--- src/hw/ccs_defines.svh ---
`ifndef CCS_DEFINES_SVH
`define CCS_DEFINES_SVH

// ----------------------------------------------------------------
// Register byte addresses
// ----------------------------------------------------------------
`define CCS_ADDR_FLAGS  8'h00
`define CCS_ADDR_ENABLE 8'h04
`define CCS_ADDR_CTRL   8'h08
`define CCS_ADDR_PRESC  8'h0c
`define CCS_ADDR_SEGS   8'h10
`define CCS_ADDR_PAGE   8'h14
`define CCS_WIN_LO_IDX  6'h10
`define CCS_WIN_HI_IDX  6'h1f

// ----------------------------------------------------------------
// Field positions
// ----------------------------------------------------------------
`define CCS_F_RX3   7
`define CCS_F_RX1   5
`define CCS_F_TX    4
`define CCS_F_SC    3
`define CCS_F_OR    2
`define CCS_F_TE    1
`define CCS_E_ESR   6
`define CCS_E_RX    5
`define CCS_E_TX    4
`define CCS_E_SC    3
`define CCS_E_OR    2
`define CCS_E_TE    1
`define CCS_E_EARLY 0
`define CCS_C_SELF  4
`define CCS_C_NORTY 3
`define CCS_C_FAST  2
`define CCS_C_WAKE  1
`define CCS_C_RUN   0

// ----------------------------------------------------------------
// Reset values, masks and counts
// ----------------------------------------------------------------
`define CCS_FLAGS_RST 7'h00
`define CCS_EN_RST    7'h00
`define CCS_CTRL_RST  5'h00
`define CCS_PRESC_RST 8'h00
`define CCS_SEGS_RST  7'h23
`define CCS_PAGE_RST  3'h0
`define CCS_PAGE_LAST 3'h4
`define CCS_RESYNC_BITS 4'd11
`define CCS_RESYNC_SEQS 7'd127

`endif

--- src/hw/ccs_pkg.sv ---
package ccs_pkg;

  typedef enum logic [1:0] {
    CCS_STANDBY,
    CCS_WAKE,
    CCS_RESYNC,
    CCS_ACTIVE
  } ccs_mode_e;

  typedef enum logic [2:0] {
    CCS_R_FLAGS,
    CCS_R_ENABLE,
    CCS_R_CTRL,
    CCS_R_PRESC,
    CCS_R_SEGS,
    CCS_R_PAGE,
    CCS_R_WIN,
    CCS_R_NONE
  } ccs_reg_e;

  typedef struct packed {
    logic [2:0] rx_stored;
    logic [2:0] rdy_cleared;
    logic       tx_arb_won;
    logic       tx_success;
    logic       tx_error;
    logic       rx_error;
    logic       overrun;
    logic       err_passive;
    logic [8:0] tx_err_count;
    logic       transfer_busy;
  } ccs_core_evt_s;

  typedef struct packed {
    logic       self_reception;
    logic       no_retry;
    logic       early_transmit;
    logic [5:0] quantum_divider;
    logic [1:0] jump_width;
    logic [3:0] segment_one_len;
    logic [2:0] segment_two_len;
    logic       node_running;
  } ccs_cfg_s;

  typedef struct packed {
    logic       access;
    logic       wr_strobe;
    logic [2:0] page;
    logic [3:0] index;
    logic [7:0] wdata;
  } ccs_win_s;

endpackage

--- src/hw/ccs_regs.sv ---
// Implementation choices: register access over APB and the register addresses.
`timescale 1ns/10ps
`include "ccs_defines.svh"

// What this block does
// Six general registers plus five sixteen-register pages in one window.
// Page field maps diagnosis, buffers 1-3 or filters; 5-7 reserved.
// Receive flag per buffer sets on good store; clears by write or ready.
// Transmit flag sets on success, or on arbitration won in early mode.
// Status flag sets on standby dominant, passive or bus-off, rx errors.
// Overrun flag sets when an accepted message finds no free buffer.
// Transmit-error flag sets on an error while sending.
// Error-pending reads high while status, overrun or tx-error flag set.
// Writing 0 to a flag bit clears it; writing 1 leaves it.
// Interrupt requests are gated by their matching enable bits.
// Status enable requests interrupt on status change or standby wake.
// Early mode moves transmit interrupt to arbitration won.
// Unused high bits read zero and ignore writes.
// Bus-off sets when error count passes 255, clears on rejoining.
// Error-passive bit shows passive state, low when active or bus-off.
// Self-reception lets own filtered messages be received, else discard.
// No-retry bit stops retransmission of failed messages.
// Leaving standby waits 11 recessive bits, or 128 such sequences.
// Wake-pulse bit drives a dominant pulse when leaving standby.
// Clearing run enters standby after transfers; reads 1 until there.
// Quantum is clock times divider plus one; jump width plus one.
// Segments last field plus one quanta; timing resets to 23h.
// Prescaler and timing writes act only in standby.
// Prescaler and timing writes outside standby are ignored.
// Setting run leaves standby via wake pulse or straight to resync.

module ccs_regs (
  input  wire logic                  pclk,
  input  wire logic                  presetn,
  input  wire logic                  psel,
  input  wire logic                  penable,
  input  wire logic                  pwrite,
  input  wire logic [7:0]            paddr,
  input  wire logic [31:0]           pwdata,
  output logic      [31:0]           prdata,
  output logic                       pready,
  output logic                       pslverr,
  input  wire ccs_pkg::ccs_core_evt_s core_evt,
  input  wire logic                  bus_rx,
  input  wire logic [7:0]            win_rdata,
  output ccs_pkg::ccs_win_s          win,
  output ccs_pkg::ccs_cfg_s          cfg,
  output logic      [2:0]            rx_release,
  output logic                       bus_tx_dominant,
  output logic                       irq
);

  // ----------------------------------------------------------------
  // Address decoding
  // ----------------------------------------------------------------
  function automatic ccs_pkg::ccs_reg_e decode(input logic [7:0] a);
    if (a[1:0] != 2'b00) begin
      decode = ccs_pkg::CCS_R_NONE;
    end else if (a == `CCS_ADDR_FLAGS) begin
      decode = ccs_pkg::CCS_R_FLAGS;
    end else if (a == `CCS_ADDR_ENABLE) begin
      decode = ccs_pkg::CCS_R_ENABLE;
    end else if (a == `CCS_ADDR_CTRL) begin
      decode = ccs_pkg::CCS_R_CTRL;
    end else if (a == `CCS_ADDR_PRESC) begin
      decode = ccs_pkg::CCS_R_PRESC;
    end else if (a == `CCS_ADDR_SEGS) begin
      decode = ccs_pkg::CCS_R_SEGS;
    end else if (a == `CCS_ADDR_PAGE) begin
      decode = ccs_pkg::CCS_R_PAGE;
    end else if (a[7:2] >= `CCS_WIN_LO_IDX &&
                 a[7:2] <= `CCS_WIN_HI_IDX) begin
      decode = ccs_pkg::CCS_R_WIN;
    end else begin
      decode = ccs_pkg::CCS_R_NONE;
    end
  endfunction

  ccs_pkg::ccs_mode_e mode_reg;
  ccs_pkg::ccs_reg_e  sel;
  logic [7:1] flags_reg;
  logic [7:1] flags_next;
  logic [7:1] flag_set;
  logic [6:0] enable_reg;
  logic [4:0] ctrl_reg;
  logic [7:0] presc_reg;
  logic [6:0] segs_reg;
  logic [2:0] page_reg;
  logic       bus_off_reg;
  logic       passive_prev_reg;
  logic       bus_off_prev_reg;
  logic [3:0] run_cnt_reg;
  logic [6:0] seq_cnt_reg;
  logic       sample_tick;
  logic       bit_tick;
  logic       setup;
  logic       wr;
  logic       page_ok;
  logic       standby;
  logic       passive;
  logic       error_pending;
  logic       run_readback;
  logic       seq_done;
  logic       resync_done;
  logic [7:0] rd_byte;

  // ----------------------------------------------------------------
  // Bus slave
  // ----------------------------------------------------------------
  // Zero wait states: read data is captured in the setup cycle, so the
  // access phase can always complete at once.
  assign sel     = decode(paddr);
  assign setup   = psel && !penable;
  assign wr      = psel && penable && pwrite;
  assign pready  = 1'b1;
  assign pslverr = psel && penable && (sel == ccs_pkg::CCS_R_NONE);
  assign standby = (mode_reg == ccs_pkg::CCS_STANDBY);
  assign page_ok = (page_reg <= `CCS_PAGE_LAST);

  // Reserved pages are neither forwarded nor readable.
  assign win.access    = psel && (sel == ccs_pkg::CCS_R_WIN) &&
                         page_ok;
  assign win.wr_strobe = win.access && penable && pwrite;
  assign win.page      = page_reg;
  assign win.index     = paddr[5:2];
  assign win.wdata     = pwdata[7:0];

  always_comb begin
    rd_byte = 8'h00;
    if (sel == ccs_pkg::CCS_R_FLAGS) begin
      rd_byte = {flags_reg, error_pending};
    end else if (sel == ccs_pkg::CCS_R_ENABLE) begin
      rd_byte = {1'b0, enable_reg};
    end else if (sel == ccs_pkg::CCS_R_CTRL) begin
      rd_byte = {1'b0, bus_off_reg, passive, ctrl_reg[4:1], run_readback};
    end else if (sel == ccs_pkg::CCS_R_PRESC) begin
      rd_byte = presc_reg;
    end else if (sel == ccs_pkg::CCS_R_SEGS) begin
      rd_byte = {1'b0, segs_reg};
    end else if (sel == ccs_pkg::CCS_R_PAGE) begin
      rd_byte = {5'h00, page_reg};
    end else if (sel == ccs_pkg::CCS_R_WIN && page_ok) begin
      rd_byte = win_rdata;
    end
  end

  always_ff @(posedge pclk or negedge presetn) begin
    if (!presetn) begin
      prdata <= 32'h0000_0000;
    end else if (setup && !pwrite) begin
      prdata <= {24'h00_0000, rd_byte};
    end
  end

  // ----------------------------------------------------------------
  // Interrupt flags
  // ----------------------------------------------------------------
  assign passive = core_evt.err_passive && !bus_off_reg;
  assign error_pending = flags_reg[`CCS_F_SC] || flags_reg[`CCS_F_OR] ||
                         flags_reg[`CCS_F_TE];

  always_comb begin
    flag_set = 7'h00;
    flag_set[`CCS_F_RX3:`CCS_F_RX1] = core_evt.rx_stored;
    flag_set[`CCS_F_TX] = enable_reg[`CCS_E_EARLY] ?
                          core_evt.tx_arb_won :
                          core_evt.tx_success;
    flag_set[`CCS_F_SC] =
      (standby && !bus_rx) ||
      (mode_reg == ccs_pkg::CCS_ACTIVE &&
       ((passive && !passive_prev_reg) ||
        (bus_off_reg && !bus_off_prev_reg))) ||
      (enable_reg[`CCS_E_ESR] && core_evt.rx_error);
    flag_set[`CCS_F_OR] = core_evt.overrun;
    flag_set[`CCS_F_TE] = core_evt.tx_error;
  end

  // An event in the cycle of a clear is kept: the set is applied last.
  always_comb begin
    flags_next = flags_reg;
    if (wr && sel == ccs_pkg::CCS_R_FLAGS) begin
      flags_next = flags_reg & pwdata[7:1];
    end
    flags_next[`CCS_F_RX3:`CCS_F_RX1] = flags_next[`CCS_F_RX3:`CCS_F_RX1] &
                                        ~core_evt.rdy_cleared;
    flags_next = flags_next | flag_set;
  end

  always_ff @(posedge pclk or negedge presetn) begin
    if (!presetn) begin
      flags_reg <= `CCS_FLAGS_RST;
    end else begin
      flags_reg <= flags_next;
    end
  end

  // A software clear of a receive flag hands the buffer back to the core.
  genvar gi;
  generate
    for (gi = 0; gi < 3; gi = gi + 1) begin : g_release
      always_ff @(posedge pclk or negedge presetn) begin
        if (!presetn) begin
          rx_release[gi] <= 1'b0;
        end else begin
          rx_release[gi] <= wr && (sel == ccs_pkg::CCS_R_FLAGS) &&
                            flags_reg[`CCS_F_RX1 + gi] &&
                            !pwdata[`CCS_F_RX1 + gi];
        end
      end
    end
  endgenerate

  always_ff @(posedge pclk or negedge presetn) begin
    if (!presetn) begin
      irq <= 1'b0;
    end else begin
      irq <= (|(flags_reg[`CCS_F_RX3:`CCS_F_RX1]) &&
              enable_reg[`CCS_E_RX]) ||
             (flags_reg[`CCS_F_TX] && enable_reg[`CCS_E_TX]) ||
             (flags_reg[`CCS_F_SC] && enable_reg[`CCS_E_SC]) ||
             (flags_reg[`CCS_F_OR] && enable_reg[`CCS_E_OR]) ||
             (flags_reg[`CCS_F_TE] && enable_reg[`CCS_E_TE]);
    end
  end

  // ----------------------------------------------------------------
  // Configuration registers
  // ----------------------------------------------------------------
  always_ff @(posedge pclk or negedge presetn) begin
    if (!presetn) begin
      enable_reg <= `CCS_EN_RST;
    end else if (wr && sel == ccs_pkg::CCS_R_ENABLE) begin
      enable_reg <= pwdata[6:0];
    end
  end

  always_ff @(posedge pclk or negedge presetn) begin
    if (!presetn) begin
      ctrl_reg <= `CCS_CTRL_RST;
    end else if (wr && sel == ccs_pkg::CCS_R_CTRL) begin
      ctrl_reg <= pwdata[4:0];
    end
  end

  // Changing bit timing while on the bus would corrupt frames.
  always_ff @(posedge pclk or negedge presetn) begin
    if (!presetn) begin
      presc_reg <= `CCS_PRESC_RST;
      segs_reg  <= `CCS_SEGS_RST;
    end else if (wr && standby) begin
      if (sel == ccs_pkg::CCS_R_PRESC) begin
        presc_reg <= pwdata[7:0];
      end
      if (sel == ccs_pkg::CCS_R_SEGS) begin
        segs_reg <= pwdata[6:0];
      end
    end
  end

  always_ff @(posedge pclk or negedge presetn) begin
    if (!presetn) begin
      page_reg <= `CCS_PAGE_RST;
    end else if (wr && sel == ccs_pkg::CCS_R_PAGE) begin
      page_reg <= pwdata[2:0];
    end
  end

  assign cfg.self_reception  = ctrl_reg[`CCS_C_SELF];
  assign cfg.no_retry        = ctrl_reg[`CCS_C_NORTY];
  assign cfg.early_transmit  = enable_reg[`CCS_E_EARLY];
  assign cfg.quantum_divider = presc_reg[5:0];
  assign cfg.jump_width      = presc_reg[7:6];
  assign cfg.segment_one_len = segs_reg[3:0];
  assign cfg.segment_two_len = segs_reg[6:4];
  assign cfg.node_running    = (mode_reg == ccs_pkg::CCS_ACTIVE);

  // ----------------------------------------------------------------
  // Bit timing
  // ----------------------------------------------------------------
  // The prescaler stops in standby to save power.
  ccs_quanta u_quanta (
    .pclk            (pclk),
    .presetn         (presetn),
    .enable          (!standby),
    .quantum_divider (presc_reg[5:0]),
    .segment_one_len (segs_reg[3:0]),
    .segment_two_len (segs_reg[6:4]),
    .sample_tick     (sample_tick),
    .bit_tick        (bit_tick)
  );

  // ----------------------------------------------------------------
  // Node state
  // ----------------------------------------------------------------
  always_ff @(posedge pclk or negedge presetn) begin
    if (!presetn) begin
      passive_prev_reg <= 1'b0;
      bus_off_prev_reg <= 1'b0;
    end else begin
      passive_prev_reg <= passive;
      bus_off_prev_reg <= bus_off_reg;
    end
  end

  always_ff @(posedge pclk or negedge presetn) begin
    if (!presetn) begin
      bus_off_reg <= 1'b0;
    end else if (core_evt.tx_err_count[8]) begin
      bus_off_reg <= 1'b1;
    end else if (resync_done) begin
      bus_off_reg <= 1'b0;
    end
  end

  // ----------------------------------------------------------------
  // Resynchronisation counters
  // ----------------------------------------------------------------
  assign seq_done = sample_tick && bus_rx &&
                    (run_cnt_reg == `CCS_RESYNC_BITS - 4'd1);
  assign resync_done = (mode_reg == ccs_pkg::CCS_RESYNC) && seq_done &&
                       ((ctrl_reg[`CCS_C_FAST] && !bus_off_reg) ||
                        seq_cnt_reg == `CCS_RESYNC_SEQS);

  always_ff @(posedge pclk or negedge presetn) begin
    if (!presetn) begin
      run_cnt_reg <= 4'h0;
      seq_cnt_reg <= 7'h00;
    end else if (mode_reg != ccs_pkg::CCS_RESYNC) begin
      run_cnt_reg <= 4'h0;
      seq_cnt_reg <= 7'h00;
    end else if (sample_tick) begin
      if (!bus_rx || seq_done) begin
        run_cnt_reg <= 4'h0;
      end else begin
        run_cnt_reg <= run_cnt_reg + 4'h1;
      end
      if (seq_done) begin
        seq_cnt_reg <= seq_cnt_reg + 7'h01;
      end
    end
  end

  // ----------------------------------------------------------------
  // Operating mode
  // ----------------------------------------------------------------
  assign run_readback = !standby;

  always_ff @(posedge pclk or negedge presetn) begin
    if (!presetn) begin
      mode_reg        <= ccs_pkg::CCS_STANDBY;
      bus_tx_dominant <= 1'b0;
    end else begin
      case (mode_reg)
        ccs_pkg::CCS_STANDBY: begin
          if (ctrl_reg[`CCS_C_RUN]) begin
            if (ctrl_reg[`CCS_C_WAKE]) begin
              mode_reg        <= ccs_pkg::CCS_WAKE;
              bus_tx_dominant <= 1'b1;
            end else begin
              mode_reg <= ccs_pkg::CCS_RESYNC;
            end
          end
        end
        ccs_pkg::CCS_WAKE: begin
          if (bit_tick) begin
            mode_reg        <= ccs_pkg::CCS_RESYNC;
            bus_tx_dominant <= 1'b0;
          end
        end
        ccs_pkg::CCS_RESYNC: begin
          if (!ctrl_reg[`CCS_C_RUN]) begin
            mode_reg <= ccs_pkg::CCS_STANDBY;
          end else if (resync_done) begin
            mode_reg <= ccs_pkg::CCS_ACTIVE;
          end
        end
        ccs_pkg::CCS_ACTIVE: begin
          if (!ctrl_reg[`CCS_C_RUN] && !core_evt.transfer_busy) begin
            mode_reg <= ccs_pkg::CCS_STANDBY;
          end else if (bus_off_reg) begin
            mode_reg <= ccs_pkg::CCS_RESYNC;
          end
        end
        default: begin
          mode_reg        <= ccs_pkg::CCS_STANDBY;
          bus_tx_dominant <= 1'b0;
        end
      endcase
    end
  end

endmodule

--- src/hw/ccs_quanta.sv ---
`timescale 1ns/10ps
`include "ccs_defines.svh"

module ccs_quanta (
  input  wire logic       pclk,
  input  wire logic       presetn,
  input  wire logic       enable,
  input  wire logic [5:0] quantum_divider,
  input  wire logic [3:0] segment_one_len,
  input  wire logic [2:0] segment_two_len,
  output logic            sample_tick,
  output logic            bit_tick
);

  logic [5:0] pre_cnt_reg;
  logic [4:0] q_cnt_reg;
  logic       q_tick;
  logic [4:0] q_last;
  logic [4:0] q_sample;

  // ----------------------------------------------------------------
  // Quantum and bit timing
  // ----------------------------------------------------------------
  assign q_tick   = enable && (pre_cnt_reg == quantum_divider);
  assign q_last   = {1'b0, segment_one_len} + {2'b00, segment_two_len}
                    + 5'd2;
  assign q_sample = {1'b0, segment_one_len} + 5'd1;

  always_ff @(posedge pclk or negedge presetn) begin
    if (!presetn) begin
      pre_cnt_reg <= 6'h00;
    end else if (!enable || q_tick) begin
      pre_cnt_reg <= 6'h00;
    end else begin
      pre_cnt_reg <= pre_cnt_reg + 6'h01;
    end
  end

  always_ff @(posedge pclk or negedge presetn) begin
    if (!presetn) begin
      q_cnt_reg <= 5'h00;
    end else if (!enable) begin
      q_cnt_reg <= 5'h00;
    end else if (q_tick) begin
      q_cnt_reg <= (q_cnt_reg == q_last) ? 5'h00 : q_cnt_reg + 5'h01;
    end
  end

  always_ff @(posedge pclk or negedge presetn) begin
    if (!presetn) begin
      sample_tick <= 1'b0;
      bit_tick    <= 1'b0;
    end else begin
      sample_tick <= q_tick && (q_cnt_reg == q_sample);
      bit_tick    <= q_tick && (q_cnt_reg == q_last);
    end
  end

endmodule

--- config.mk ---
export PLATFORM = sky130hd
export DESIGN_NAME = ccs_regs
export DESIGN_NICKNAME = d
export VERILOG_FILES = /design/src/hw/ccs_pkg.sv /design/src/hw/ccs_regs.sv /design/src/hw/ccs_quanta.sv
export VERILOG_INCLUDE_DIRS = /design/src /design/src/hw
export SDC_FILE = /design/constraint.sdc
export NUM_CORES = 1
export LEC_CHECK = 0
export ABC_AREA = 1
export BUFFER_PORTS_ARGS = -buffer_cell sky130_fd_sc_hd__buf_4
export CORE_MARGIN = 2
export CORE_UTILIZATION = 46
export CTS_CLUSTER_SIZE = 14
export DETAILED_ROUTE_END_ITERATION = 16
export HOLD_SLACK_MARGIN = 0.06
export PLACE_DENSITY = 0.77
export SLEW_MARGIN = 20
export SYNTH_ARGS = -nofsm -noshare
export SYNTH_HDL_FRONTEND = slang
export SYNTH_SLANG_ARGS = --single-unit
--- constraint.sdc ---
create_clock -name pclk -period 2.3 [get_ports pclk]
set_input_delay 0.115 -clock pclk [delete_from_list [all_inputs] [get_ports pclk]]
set_output_delay 0.115 -clock pclk [all_outputs]
set_load 0.05 [all_outputs]
### Word-level counts from Yosys, hierarchy flattened

Index checks and enable logic that the tools add are counted.

* flip-flop bits (word level): 79
* input port bits: 76
* output and inout port bits: 75
* logic and storage cells: 184

* $add $sub $neg: 7
* $lt $le $gt $ge: 3
* eq/ne operators: 26
* muxes and demuxes: 41
* bitwise gates (word level): 4
* reductions and logical operators: 81

Operator list (number)
* $mux 8: 7
* $logic_and 1x1->1: 42
* $mux 7: 4
* $mux 2: 9
* $eq 8x4->1 const B: 2
* $eq 8x5->1 const B: 2
* $mux 3: 5
* $mux 5: 3
* $eq 3x3->1 const B: 4
* $logic_not 1->1: 12
* $logic_or 1x1->1: 12
* $mux 4: 3
* $reduce_bool 2->1: 6
* $eq 5x5->1: 2
* $eq 8x3->1 const B: 1
* $logic_not 8->1: 1
* $pmux 2 s4: 1
* $reduce_and 4->1: 2
* $add 7x1->7 const B: 1
* $and 7x7->7: 1
* $eq 7x7->1 const B: 1
* $mux 1: 7
* $or 7x7->7: 1
* $add 6x1->6 const B: 1
* 26 further kinds: 32

### Logic depth before layout (Yosys ltp)

* word-level depth: 19
* gate-level depth with buffers: 13
* depth with buffers taken out: 13

### Modules after synthesis

From an unflattened synthesis, not the netlist that was laid out.

* cell total of the unflattened synthesis: 606
* area total of the unflattened synthesis: 4732.0 um^2

Modules (own cells, without submodules)
* ccs_regs: times used 1, cells an instance 447, area an instance 3661.0 um^2, sequential area each 1655.3 um^2
* ccs_quanta: times used 1, cells an instance 159, area an instance 1071.0 um^2, sequential area each 325.3 um^2

### Least setup slack after synthesis

Ideal clock, no wire load.

* kind: register to register
* start point: reg segs_reg[5]
* end point: reg u_quanta.q_cnt_reg[0]
* library setup time: 0.131 ns
* arrival: 2.397 ns
* required time: 2.169 ns
* setup slack: -0.228 ns
* stages on the path, launching flop included: 13
* path buffers: 0
* clock period less this slack: 2.528 ns
* cells stage by stage: dfstp_2 inv_1 ha_1 inv_1 ha_1 inv_1 fa_1 xnor2_1 xor2_1 nor4_1 nand3_1 nand2_1 o21ai_0

* cells in the longest elaborated chain, start to end: 6

RTL lines
* start, declared: RTL line ccs_regs.sv:87 `logic [6:0] segs_reg;`
* start signal, assigned: RTL line ccs_regs.sv:249 `` segs_reg <= `CCS_SEGS_RST; ``
* start signal, assigned: RTL line ccs_regs.sv:255 `segs_reg <= pwdata[6:0];`
* $add 4x3->5: RTL line ccs_quanta.sv:25 `assign q_last = {1'b0, segment_one_len} + {2'b00, segment_two_len}`
* $add 5x2->5: RTL line ccs_quanta.sv:26 `+ 5'd2;`
* $eq 5x5->1: RTL line ccs_quanta.sv:45 `q_cnt_reg <= (q_cnt_reg == q_last) ? 5'h00 : q_cnt_reg + 5'h01;`
* $mux 5: RTL line ccs_quanta.sv:45
* $mux 5: RTL line ccs_quanta.sv:44 `end else if (q_tick) begin`
* $mux 5: RTL line ccs_quanta.sv:42 `end else if (!enable) begin`
* end signal, assigned: RTL line ccs_quanta.sv:45
* end, declared: RTL line ccs_quanta.sv:16 `logic [4:0] q_cnt_reg;`

No other way between the ends. The select of a mux whose other input is x is not followed.
A chain may end at the register's enable or synchronous reset.

### Worst setup path after layout

Ends and elaborated chain as after synthesis.

==> summary.md <==
| Metric | Value |
|---|---|
| Clk sinks | `79` |
| Number of flops mapped to enable cells by yosys | `0` |
| Area of the die | `10800 µm²` |
| Largest net degree at the start of global routing | `80` |
| Tmin final | `2.48 ns` |
| Fin. max-slew vios | `0` |
| Worst skew pair latency | `0.37 ns` |
| Fraction of registers with async set/reset | `100%` |
| Routed Antenna Nets | `0` |
| Commonest non-fill, non-tap cells in the layout | `nand2_1 (125), buf_4 (101), dfrtp_1 (76), inv_1 (58), nor2_1 (50)` |
| Synthesized flop and latch total | `79` |
| Die W | `104 µm` |
| Post-Route Skew | `0.0100 ns` |
| RSZ-0062 raised after global routing | `yes` |
| CP arrival | `2.73 ns` |
| Drt wl/cell | `14.3 µm` |
| Max VDD drop | `308 µV` |
| Setup TNS | `-0.904 ns` |
| Most common flop cell mapped by yosys | `dfrtp_1` |
| Switching part of the total power | `34.8%` |
| Pwr Total | `0.00369 W` |
| Register share of total power | `43.0%` |
| Sequential share of the synthesized area | `43.2%` |
| Final Setup Violations | `6` |
| Starting Density | `47.1%` |
| Tot GR Track Use | `22.6%` |
| Final worst-path cycle share | `108%` |
| Layout cells sized above 1 | `24.2%` |
| Setup ws final | `-0.182 ns` |
| Most common cell after layout, fill and taps aside | `nand2_1` |
| DPL Wire Length | `8.55 mm` |
| Leak pwr | `2.95 nW` |
| Total vias in the final route | `4122` |
| Worst-path clk slew | `0.09 ns` |
| Core area | `9730 µm²` |
| Mapped Cells | `568` |
| Worst slew pin tran | `0.537 ns` |
| Area growth, synth to finish | `26.1%` |
| Ant diodes | `0` |
| WP buf/inv | `3` |
| Io pins | `151` |
| Max-slew headroom | `64.1%` |
| CTS tree | `done` |
| Post-Layout Cell Count | `816` |
| Design area | `5780 µm²` |
| Drt pass-1 iters | `4` |
| Final GP Congestion | `0.889` |
| Layout Nets | `767` |
| CP startpoint kind | `register` |
| Placement Cell Area | `5260 µm²` |
| WL final | `11.7 mm` |
| Library cells used by synthesis | `47` |
| Power share of the clock group | `32.4%` |
| Total CTS buffers | `9` |
| Cell family with most CP delay | `adder cells` |
| Initial DRC count | `264` |
| NetSw | `0.00128 W` |
| Achievable frequency | `403 MHz` |
| # placed instances | `775` |
| Int Pwr | `0.00240 W` |
| Die Ht | `104 µm` |
| Failing checks | `negative setup slack` |
| Synth area leader | `dfrtp_1` |
| Hold Slack | `0.0647 ns` |
| Initial antenna violation count | `0` |
| Main area contributors after synthesis | `dfrtp_1 (41%), nand2_1 (10%), buf_4 (6.5%)` |
| Power per cell area | `637 nW/µm²` |
| Critical path fanouts, max | `4` |
| Fill cells | `842` |
| Hold Crit Class | `input pin to register` |
| First-pass GRT wire length | `19.6 mm` |
| Status | `complete, but fails checks` |
| Yosys warns | `0` |
| Endpoint type of the worst setup path | `register` |
| DRC Markers | `0` |
| Critical Setup Path Class | `register to register` |
| Top cell type's share of synthesized area | `41.5%` |
| Row count | `36` |
| H-Tree Level Count | `3` |
| Mean Syn Cell Area | `8.07 µm²` |
| Mapped Area | `4590 µm²` |
| Slowest cell delay on critical path | `0.55 ns` |
| Maxcap violations | `0` |
| GR Overflow Total | `0` |
| CP Cell Sequence | `inv_2, ha_4, inv_2, ha_4, inv_4, fa_2, xnor2_2, nor4_2, nand3_1, nand2_2, o21ai_1` |
| Final hold viol count | `0` |
| WP data required | `2.55 ns` |
| Vias in the first global route | `4110` |
| CTS Root Cell | `clkbuf_8` |
| Drt via density | `5.05` |
| Comb power frac | `24.6%` |
| Crit-path slowest cell | `dfstp_2` |
| IO Port Bufs | `93` |
| Clock tree buffer depth | `2` |
[through the flow]
stage / setup slack (ns) / utilization, %
finish: -0.182 / 59.5
global route: -0.300 / 59.5
global placement: -0.0725 / 54.1
detailed placement: -0.190 / 54.1
floorplan: -0.219 / -
CTS: -0.185 / 59.2
[logic make-up (layout without fill, tap and decap cells)]
logic type | after synthesis | in the layout | share of synthesized area (%)
AND/OR/NAND/NOR | 237 | 237 | 22.9
buffers and inverters | 115 | 207 | 12.9
AO/OA/AOI/OAI | 99 | 99 | 12.5
flip-flops | 79 | 79 | 43.2
XOR/XNOR | 20 | 20 | 3.82
adder cells (fa/ha/maj) | 13 | 13 | 3.71
multiplexers | 3 | 3 | 0.709
other | 2 | 25 | 0.164
[what timing repair did]
item / in CTS / in global routing
setup endpoints to repair: 6 / 6
gates cloned: 0 / 0
hold buffers: 22 / 0
pin swaps: 11 / 7
gates resized for setup: 8 / 2
endpoints found under the hold margin: 90 / 0
buffers inserted: 1 / 2
[power by group through the flow]
stage	Sequential [W]	Combinational, W	Clock [W]
after global routing	0.00160	0.000995	0.00127
after CTS	0.00158	0.000894	0.00121
after global placement	0.00160	0.000822	0
final	0.00158	0.000908	0.00119
after floorplan	0.00161	0.000609	0
after detailed placement	0.00160	0.000852	0
[worst reg2reg max path, delay by kind of cell (launching register included)]
| kind | cells | cell delay, ns |
|---|---|---|
| AO/OA/AOI/OAI | 1 | 0.06 |
| adder cells (fa/ha/maj) | 3 | 0.85 |
| AND/OR/NAND/NOR | 3 | 0.61 |
| buffers and inverters | 3 | 0.14 |
| flip-flops | 1 | 0.55 |
| XOR/XNOR | 1 | 0.15 |
[routing by layer]
metal	vias to the layer above	share of wire (%)	track usage, %	routed length (µm)
met5	-	0	0	0
met4	0	2.9	10.8	334
met3	25	6.1	4.03	717
met2	152	50	38.6	5880
met1	1957	41	27.7	4780
li1	1988	-	-	-
[final cells by class]
type / instances / area [µm²] / area share [%]
timing repair buffer: 124 / 998 / 17.3
sequential: 79 / 1980 / 34.2
tap: 133 / 166 / 2.88
multi-input combinational: 397 / 2150 / 37.2
inverter: 67 / 254 / 4.39
clock buffer: 10 / 138 / 2.38
clock inverter: 6 / 93.8 / 1.62
[Yosys cell counts, drive strengths merged, types with 2 or more instances]
| cell type | count |
|---|---|
| xor2 | 12 |
| o22ai | 3 |
| buf | 44 |
| dfrtp | 76 |
| clkbuf | 4 |
| o21bai | 5 |
| nand3 | 29 |
| xnor2 | 8 |
| a21oi | 23 |
| a211oi | 2 |
| nand4 | 7 |
| a22oi | 2 |
| nor2 | 56 |
| mux2 | 2 |
| inv | 67 |
| nor4 | 2 |
| nor3b | 2 |
| dfstp | 3 |
| nor3 | 8 |
| ha | 12 |
| nand2 | 131 |
| o21ai | 53 |
| a31oi | 4 |
| conb | 2 |
| a21o | 2 |
[worst paths after layout]
check                      cells past startpoint  slack (ns)                     from                           endpoint
max in group asynchronous                      3        1.65                  presetn            segs_reg[0]$_DFFE_PN1P_
hold reg to reg                                2        0.49    prdata[2]$_DFFE_PN0P_              prdata[2]$_DFFE_PN0P_
setup reg to reg                              11       -0.18  segs_reg[5]$_DFFE_PN1P_  u_quanta.q_cnt_reg[0]$_DFFE_PN0N_
hold / removal                                 3        0.06             win_rdata[7]              prdata[7]$_DFFE_PN0P_
min in group asynchronous                      3        0.29                  presetn  u_quanta.q_cnt_reg[3]$_DFFE_PN0N_
setup / recovery                              11       -0.18  segs_reg[5]$_DFFE_PN1P_  u_quanta.q_cnt_reg[0]$_DFFE_PN0N_
(Power assumes the default switching activity.)
